==> src/ccr_pkg.sv <==
// Package for the cache control register block.
// Assumes a single processor clock domain and supervisor-only register writes.
package ccr_pkg;
    localparam int CCR_WA_POS = 13;
    localparam int CCR_DBE_POS = 12;
    localparam int CCR_CDA_POS = 11;
    localparam int CCR_CDE_POS = 10;
    localparam int CCR_DFZ_POS = 9;
    localparam int CCR_DEN_POS = 8;
    localparam int CCR_IBE_POS = 4;
    localparam int CCR_ICA_POS = 3;
    localparam int CCR_ICE_POS = 2;
    localparam int CCR_IFZ_POS = 1;
    localparam int CCR_IEN_POS = 0;
    localparam int CCR_IDX_LSB = 2;
    localparam int CCR_IDX_MSB = 7;
    localparam int CCR_IDX_W = CCR_IDX_MSB - CCR_IDX_LSB + 1;
    localparam logic [31:0] CCR_CTRL_RESET = 32'h0000_0000;
    localparam logic [31:0] CCR_ADDR_RESET = 32'h0000_0000;
    // Bits that store; clear bits and undefined bits never store
    localparam logic [31:0] CCR_CTRL_MASK = 32'h0000_3313;
endpackage

==> src/ccr_cache_ctrl.sv <==
// Cache control and cache entry address registers with their effects.
// Assumes the move-to-control instruction gives one-cycle write strobes,
// and the cache datapaths act on the steering outputs.
`timescale 1ns/1ps

// Functional notes
// - Write-allocate bit 13 selects write allocation
// - Write-allocate ignored when data cache off/frozen
// - Reset clears all stored control bits
// - Data clear-all write invalidates whole data cache
// - Data clear-all reads as zero
// - Data clear-entry invalidates indexed long word only
// - Data clear-entry reads as zero
// - Data freeze blocks miss replacement
// - Frozen data cache still updates on write hit
// - Unfrozen read miss fills; write miss per allocate
// - Bit 8 enables data cache
// - Data disable keeps valid bits
// - Instruction clear-all invalidates whole instruction cache
// - Instruction clear-all reads as zero
// - Instruction clear-entry invalidates indexed long word
// - Instruction clear-entry reads as zero
// - Instruction freeze blocks miss replacement
// - Bit 0 enables instruction cache, keeps entries
// - Address register index bits 7-2 select entry
module ccr_cache_ctrl
    import ccr_pkg::*;
(
    input wire logic clk_sys,
    input wire logic rstn,
    input wire logic ctrl_wr,
    input wire logic addr_wr,
    input wire logic [31:0] wr_data,
    input wire logic d_read_miss,
    input wire logic d_write_miss,
    input wire logic d_write_hit,
    input wire logic i_miss,
    output logic [31:0] ctrl_rd_ff,
    output logic [31:0] addr_rd_ff,
    output logic d_enable_ff,
    output logic i_enable_ff,
    output logic d_burst_ok_ff,
    output logic i_burst_ok_ff,
    output logic d_inval_all_ff,
    output logic i_inval_all_ff,
    output logic d_inval_one_ff,
    output logic i_inval_one_ff,
    output logic [CCR_IDX_W-1:0] inval_idx_ff,
    output logic d_fill_ff,
    output logic d_update_ff,
    output logic i_fill_ff
);

    ////////////////////////////////////////////////////////////////////////
    logic [31:0] ctrl_ff;
    logic [31:0] addr_ff;
    logic wa_eff;

    always_ff @(posedge clk_sys or negedge rstn) begin
        if (!rstn) begin
            ctrl_ff <= CCR_CTRL_RESET;
        end else if (ctrl_wr) begin
            ctrl_ff <= wr_data & CCR_CTRL_MASK;
        end
    end

    always_ff @(posedge clk_sys or negedge rstn) begin
        if (!rstn) begin
            addr_ff <= CCR_ADDR_RESET;
        end else if (addr_wr) begin
            addr_ff <= wr_data;
        end
    end

    // clear bits never stored, read zero
    always_ff @(posedge clk_sys or negedge rstn) begin
        if (!rstn) begin
            ctrl_rd_ff <= CCR_CTRL_RESET;
            addr_rd_ff <= CCR_ADDR_RESET;
        end else begin
            ctrl_rd_ff <= ctrl_wr ? (wr_data & CCR_CTRL_MASK) : ctrl_ff;
            addr_rd_ff <= addr_wr ? wr_data : addr_ff;
        end
    end

    ////////////////////////////////////////////////////////////////////////
    // data and instruction enables, burst permits
    always_ff @(posedge clk_sys or negedge rstn) begin
        if (!rstn) begin
            d_enable_ff <= 1'b0;
            i_enable_ff <= 1'b0;
            d_burst_ok_ff <= 1'b0;
            i_burst_ok_ff <= 1'b0;
        end else begin
            d_enable_ff <= ctrl_ff[CCR_DEN_POS];
            i_enable_ff <= ctrl_ff[CCR_IEN_POS];
            d_burst_ok_ff <= ctrl_ff[CCR_DBE_POS] & ctrl_ff[CCR_DEN_POS];
            i_burst_ok_ff <= ctrl_ff[CCR_IBE_POS] & ctrl_ff[CCR_IEN_POS];
        end
    end

    // data clear entry regardless of enable/freeze
    // instruction clear entry regardless of enable/freeze
    // enable writes never touch valid bits
    always_ff @(posedge clk_sys or negedge rstn) begin
        if (!rstn) begin
            d_inval_all_ff <= 1'b0;
            i_inval_all_ff <= 1'b0;
            d_inval_one_ff <= 1'b0;
            i_inval_one_ff <= 1'b0;
        end else begin
            d_inval_all_ff <= ctrl_wr & wr_data[CCR_CDA_POS];
            i_inval_all_ff <= ctrl_wr & wr_data[CCR_ICA_POS];
            d_inval_one_ff <= ctrl_wr & wr_data[CCR_CDE_POS];
            i_inval_one_ff <= ctrl_wr & wr_data[CCR_ICE_POS];
        end
    end

    always_ff @(posedge clk_sys or negedge rstn) begin
        if (!rstn) begin
            inval_idx_ff <= '0;
        end else begin
            inval_idx_ff <= addr_ff[CCR_IDX_MSB:CCR_IDX_LSB];
        end
    end

    ////////////////////////////////////////////////////////////////////////
    // allocate only counts when enabled and unfrozen
    assign wa_eff = ctrl_ff[CCR_WA_POS] & ctrl_ff[CCR_DEN_POS] & ~ctrl_ff[CCR_DFZ_POS];

    // read miss fills, write miss by allocate
    always_ff @(posedge clk_sys or negedge rstn) begin
        if (!rstn) begin
            d_fill_ff <= 1'b0;
            d_update_ff <= 1'b0;
            i_fill_ff <= 1'b0;
        end else begin
            d_fill_ff <= ctrl_ff[CCR_DEN_POS] & ~ctrl_ff[CCR_DFZ_POS]
                & (d_read_miss | (d_write_miss & wa_eff));
            d_update_ff <= ctrl_ff[CCR_DEN_POS] & d_write_hit;
            i_fill_ff <= ctrl_ff[CCR_IEN_POS] & ~ctrl_ff[CCR_IFZ_POS] & i_miss;
        end
    end
endmodule // ccr_cache_ctrl

==> config.mk <==
export PLATFORM = sky130hd
export DESIGN_NAME = ccr_cache_ctrl
export DESIGN_NICKNAME = d
export VERILOG_FILES = /design/src/ccr_pkg.sv /design/src/ccr_cache_ctrl.sv
export SDC_FILE = /design/constraint.sdc
export NUM_CORES = 1
export LEC_CHECK = 0
export ABC_CLOCK_PERIOD_IN_PS = 950
export BUFFER_PORTS_ARGS = -buffer_cell sky130_fd_sc_hd__buf_2
export CAP_MARGIN = 20
export CORE_UTILIZATION = 44
export DETAILED_ROUTE_END_ITERATION = 8
export GPL_TIMING_DRIVEN = 0
export MAX_ROUTING_LAYER = met4
export PLACE_DENSITY = 0.8
export SLEW_MARGIN = 15
export SYNTH_ARGS = -nofsm -noshare
export SYNTH_HDL_FRONTEND = slang
export SYNTH_SLANG_ARGS = --single-unit
==> constraint.sdc <==
create_clock -name clk_sys -period 0.95 [get_ports clk_sys]
set_input_delay 0.0475 -clock clk_sys [delete_from_list [all_inputs] [get_ports clk_sys]]
set_output_delay 0.0475 -clock clk_sys [all_outputs]
set_load 0.005 [all_outputs]
==> impl_metrics.prom <==
# TYPE chip_impl_metric gauge
chip_impl_metric{name="instances_no_fill",unit=""} 367
chip_impl_metric{name="detailed_route_vias_per_instance",unit=""} 4.22
chip_impl_metric{name="insertion_delay",unit="ps"} 300
chip_impl_metric{name="die_h",unit="µm"} 74.1
chip_impl_metric{name="grt_usage",unit="%"} 17.9
chip_impl_metric{name="multi_input_comb_area",unit="µm²"} 709
chip_impl_metric{name="place_congestion",unit=""} 0.668
chip_impl_metric{name="netlist_instances",unit=""} 137
chip_impl_metric{name="pin_count",unit=""} 121
chip_impl_metric{name="ir_worst_vdd",unit="µV"} 698
chip_impl_metric{name="drt.antenna.violating_nets",unit=""} 0
chip_impl_info{name="yosys.area.top_type",value="sky130_fd_sc_hd__dfrtp_1"} 1
chip_impl_metric{name="effective_utilization_at_floorplan",unit="%"} 47.1
chip_impl_info{name="netlist_top_cells_area",value="sky130_fd_sc_hd__dfrtp_1 (61%), sky130_fd_sc_hd__mux2_4 (20%), sky130_fd_sc_hd__buf_4 (8.2%), sky130_fd_sc_hd__mux2_2 (4.4%), sky130_fd_sc_hd__buf_12 (2.6%)"} 1
chip_impl_info{name="postSynth.topFlopCell",value="sky130_fd_sc_hd__dfrtp_1"} 1
chip_impl_info{name="biggestRegsByFlops",value="addr_rd_ff (32), ctrl_rd_ff (7), inval_idx_ff (6)"} 1
chip_impl_info{name="status",value="completed"} 1
chip_impl_metric{name="arrival",unit="ps"} 860
chip_impl_info{name="grt_setup_unrepaired",value="true"} 1
chip_impl_metric{name="post_cts_resize_count",unit=""} 0
chip_impl_metric{name="power.share.switching",unit="%"} 23.6
chip_impl_metric{name="clkTransAtPathRegs",unit="ps"} 90
chip_impl_metric{name="finalSetupTns",unit="ps"} 0
chip_impl_metric{name="placed_cell_area",unit="µm²"} 2930
chip_impl_metric{name="ys_seq_elements",unit=""} 56
chip_impl_metric{name="grt_remaining_overflow",unit=""} 0
chip_impl_metric{name="p_switching",unit="mW"} 1.16
chip_impl_info{name="yosys-top-cells-count",value="sky130_fd_sc_hd__dfrtp_1 (56), sky130_fd_sc_hd__mux2_4 (30), sky130_fd_sc_hd__buf_4 (25)"} 1
chip_impl_info{name="clock-root-buffer",value="sky130_fd_sc_hd__clkbuf_8"} 1
chip_impl_metric{name="fillCellCount",unit=""} 353
chip_impl_metric{name="finalClockSkew",unit="ps"} 1.83
chip_impl_metric{name="post_drt_wl_per_cell",unit="µm"} 12.5
chip_impl_metric{name="place.detailed.instances",unit=""} 322
chip_impl_metric{name="slew_viol_final",unit=""} 0
chip_impl_metric{name="powerDensity",unit="nW/µm²"} 1450
chip_impl_metric{name="n_antenna_cell",unit=""} 0
chip_impl_metric{name="clock_power_share",unit="%"} 24.3
chip_impl_info{name="critPathSlowestCell",value="sky130_fd_sc_hd__dfrtp_1"} 1
chip_impl_info{name="synth.most_common_cell",value="sky130_fd_sc_hd__dfrtp_1"} 1
chip_impl_metric{name="cell_internal_pwr",unit="mW"} 3.75
chip_impl_metric{name="placeableCoreArea",unit="µm²"} 4850
chip_impl_metric{name="hold_slack",unit="ps"} 52.3
chip_impl_metric{name="synth.cell_area",unit="µm²"} 2280
chip_impl_info{name="largest_register",value="addr_rd_ff"} 1
chip_impl_metric{name="hold_violations",unit=""} 0
chip_impl_metric{name="fraction_of_layout_instances_using_a_drive_strength_above_1",unit="%"} 57.0
chip_impl_info{name="worst_setup_path_start_kind",value="flop"} 1
chip_impl_metric{name="ys_types",unit=""} 13
chip_impl_metric{name="synth-async-reset-ratio",unit="%"} 100
chip_impl_metric{name="drt_first_iter_violations",unit=""} 26
chip_impl_info{name="cts_tree",value="built"} 1
chip_impl_metric{name="synth_warnings",unit=""} 0
chip_impl_metric{name="cts_htree_levels",unit=""} 2
chip_impl_metric{name="p_seq_share",unit="%"} 55.6
chip_impl_metric{name="std_cell_rows",unit=""} 25
chip_impl_metric{name="power_frac_comb",unit="%"} 20.1
chip_impl_info{name="cp_cell_sequence",value="buf_2"} 1
chip_impl_metric{name="final-seq-area",unit="µm²"} 1400
chip_impl_metric{name="worst_pin_slew",unit="ps"} 667
chip_impl_metric{name="cts-buffers-inserted",unit=""} 5
chip_impl_metric{name="total_leakage_power",unit="nW"} 1.81
chip_impl_metric{name="fin_nets",unit=""} 340
chip_impl_metric{name="setup_viol",unit=""} 0
chip_impl_metric{name="worst-path-max-fanout",unit=""} 5
chip_impl_metric{name="grt_max_degree",unit=""} 57
chip_impl_metric{name="top_area_cell_type_share_of_the_netlist_area",unit="%"} 61.3
chip_impl_metric{name="drt-pass1-iter-count",unit=""} 2
chip_impl_metric{name="largest_register_ffs",unit=""} 32
chip_impl_metric{name="period_minus_ws_final",unit="ps"} 912
chip_impl_metric{name="max_freq",unit="MHz"} 1100
chip_impl_metric{name="grt_pass1_vias",unit=""} 1521
chip_impl_info{name="worstHoldPathType",value="in -> reg"} 1
chip_impl_info{name="crit_family",value="flip-flops"} 1
chip_impl_metric{name="maxSlewHeadroom",unit="%"} 55.5
chip_impl_metric{name="maxcap_violations",unit=""} 0
chip_impl_metric{name="stdcell_area",unit="µm²"} 3380
chip_impl_metric{name="synth_edf_count",unit=""} 0
chip_impl_metric{name="clock_sinks",unit=""} 56
chip_impl_metric{name="min_period_over_period",unit="%"} 96.0
chip_impl_metric{name="cts-root-to-sink-buffers",unit=""} 2
chip_impl_metric{name="dieArea",unit="µm²"} 5480
chip_impl_metric{name="wire_length_of_the_first_global_routing_pass",unit="mm"} 7.01
chip_impl_metric{name="worst_ep_required_time",unit="ps"} 900
chip_impl_metric{name="postSynthAreaPerCell",unit="µm²"} 16.7
chip_impl_metric{name="drt_drc_violations_left",unit=""} 0
chip_impl_info{name="critical_path.endpoint_type",value="output port"} 1
chip_impl_metric{name="synth_seq_area_share",unit="%"} 61.3
chip_impl_metric{name="cp_slowest_stage_delay",unit="ps"} 430
chip_impl_metric{name="vias",unit=""} 1547
chip_impl_metric{name="die_width",unit="µm"} 74.1
chip_impl_metric{name="dp_hpwl",unit="mm"} 2.91
chip_impl_metric{name="detail_route.wirelength",unit="mm"} 4.60
chip_impl_metric{name="critical_path.n_buffers_inverters",unit=""} 1
chip_impl_metric{name="portBuffers",unit=""} 94
chip_impl_metric{name="antenna_found_initial",unit=""} 0
chip_impl_metric{name="area_growth_syn_to_layout",unit="%"} 48.1
chip_impl_info{name="critPathKind",value="reg -> out"} 1
final timing paths:
check | cells past startpoint | from | slack [ps] | endpoint
max | 1 | ctrl_rd_ff[0] | 40 | ctrl_rd_ff[0]
min | 2 | addr_wr | 50 | addr_rd_ff[31]
max reg2reg | 1 | ctrl_rd_ff[0] | 150 | ctrl_rd_ff[0]
min reg2reg | 0 | addr_rd_ff[4] | 410 | inval_idx_ff[2]
max in group asynchronous | 2 | rstn | 170 | addr_rd_ff[4]
min in group asynchronous | 2 | rstn | 340 | addr_rd_ff[23]
per-stage QoR:
stage / total power [mW] / util (%) / setup WS [ps]
final: 4.90 / 69.8 / 37.6
after global routing: 5.16 / 69.8 / -15.1
after CTS: 4.92 / 69.5 / 8.67
after detailed placement: 3.62 / 60.5 / 67.9
after global placement: 3.60 / 60.4 / -177
after floorplan: 3.22 / - / 174
layout make-up:
cell class                 count  share of cell area, %
clock inverter                 1                  0.148
sequential                    56                   41.4
clock buffer                   6                   2.14
tap                           67                   2.48
multi-input combinational     75                   21.0
buffer                        30                   7.80
timing repair buffer         132                   25.1
power by group through the flow:
stage          registers, mW  clock network, mW  logic (mW)
2_1_floorplan           2.79                  0       0.432
3_3_place_gp            2.76                  0       0.839
3_5_place_dp            2.77                  0       0.854
4_1_cts                 2.73               1.22       0.970
5_1_grt                 2.76               1.31        1.08
6_report                2.73               1.19       0.984
cells by family (layout without fill, tap and decap cells):
| logic type | count (synthesis) | count (layout) | synth area share, % |
|---|---|---|---|
| other | 1 | 25 | 0.164 |
| DFF | 56 | 56 | 61.3 |
| and+or+nand+nor | 10 | 10 | 2.57 |
| buffers and inverters | 30 | 169 | 11.6 |
| AOI/OAI and AO/OA | 1 | 1 | 0.219 |
| muxes | 39 | 39 | 24.2 |
repair_timing:
action	4_1_cts	5_1_grt
hold endpoints to repair	100	0
setup buffers	0	2
setup endpoints to repair	0	2
hold buffers	36	0
per-layer routing:
metal  wire length [µm]  vias up  global-route usage (%)
met4                 23        0                    3.85
met5                  0        -                       -
li1                   -      725                       -
met2               2360       75                    32.0
met3                271        5                    4.61
met1               1950      742                    19.9
cells in the final DEF, fill, tap and decap left out:
| cell type | instances |
|---|---|
| sky130_fd_sc_hd__buf_2 | 94 |
| sky130_fd_sc_hd__dfrtp_1 | 56 |
| sky130_fd_sc_hd__dlygate4sd3_1 | 36 |
| sky130_fd_sc_hd__mux2_4 | 30 |
| sky130_fd_sc_hd__buf_4 | 28 |
| sky130_fd_sc_hd__conb_1 | 25 |
| sky130_fd_sc_hd__mux2_2 | 9 |
| sky130_fd_sc_hd__and2_1 | 7 |
| sky130_fd_sc_hd__clkbuf_8 | 5 |
| sky130_fd_sc_hd__buf_12 | 3 |
| sky130_fd_sc_hd__a21oi_1 | 1 |
| sky130_fd_sc_hd__nor3b_1 | 1 |
| sky130_fd_sc_hd__nand2_1 | 1 |
| sky130_fd_sc_hd__nor2_1 | 1 |
| sky130_fd_sc_hd__buf_6 | 1 |
| sky130_fd_sc_hd__clkinv_2 | 1 |
| sky130_fd_sc_hd__clkbuf_1 | 1 |
Power figures use the tool's default switching activity.
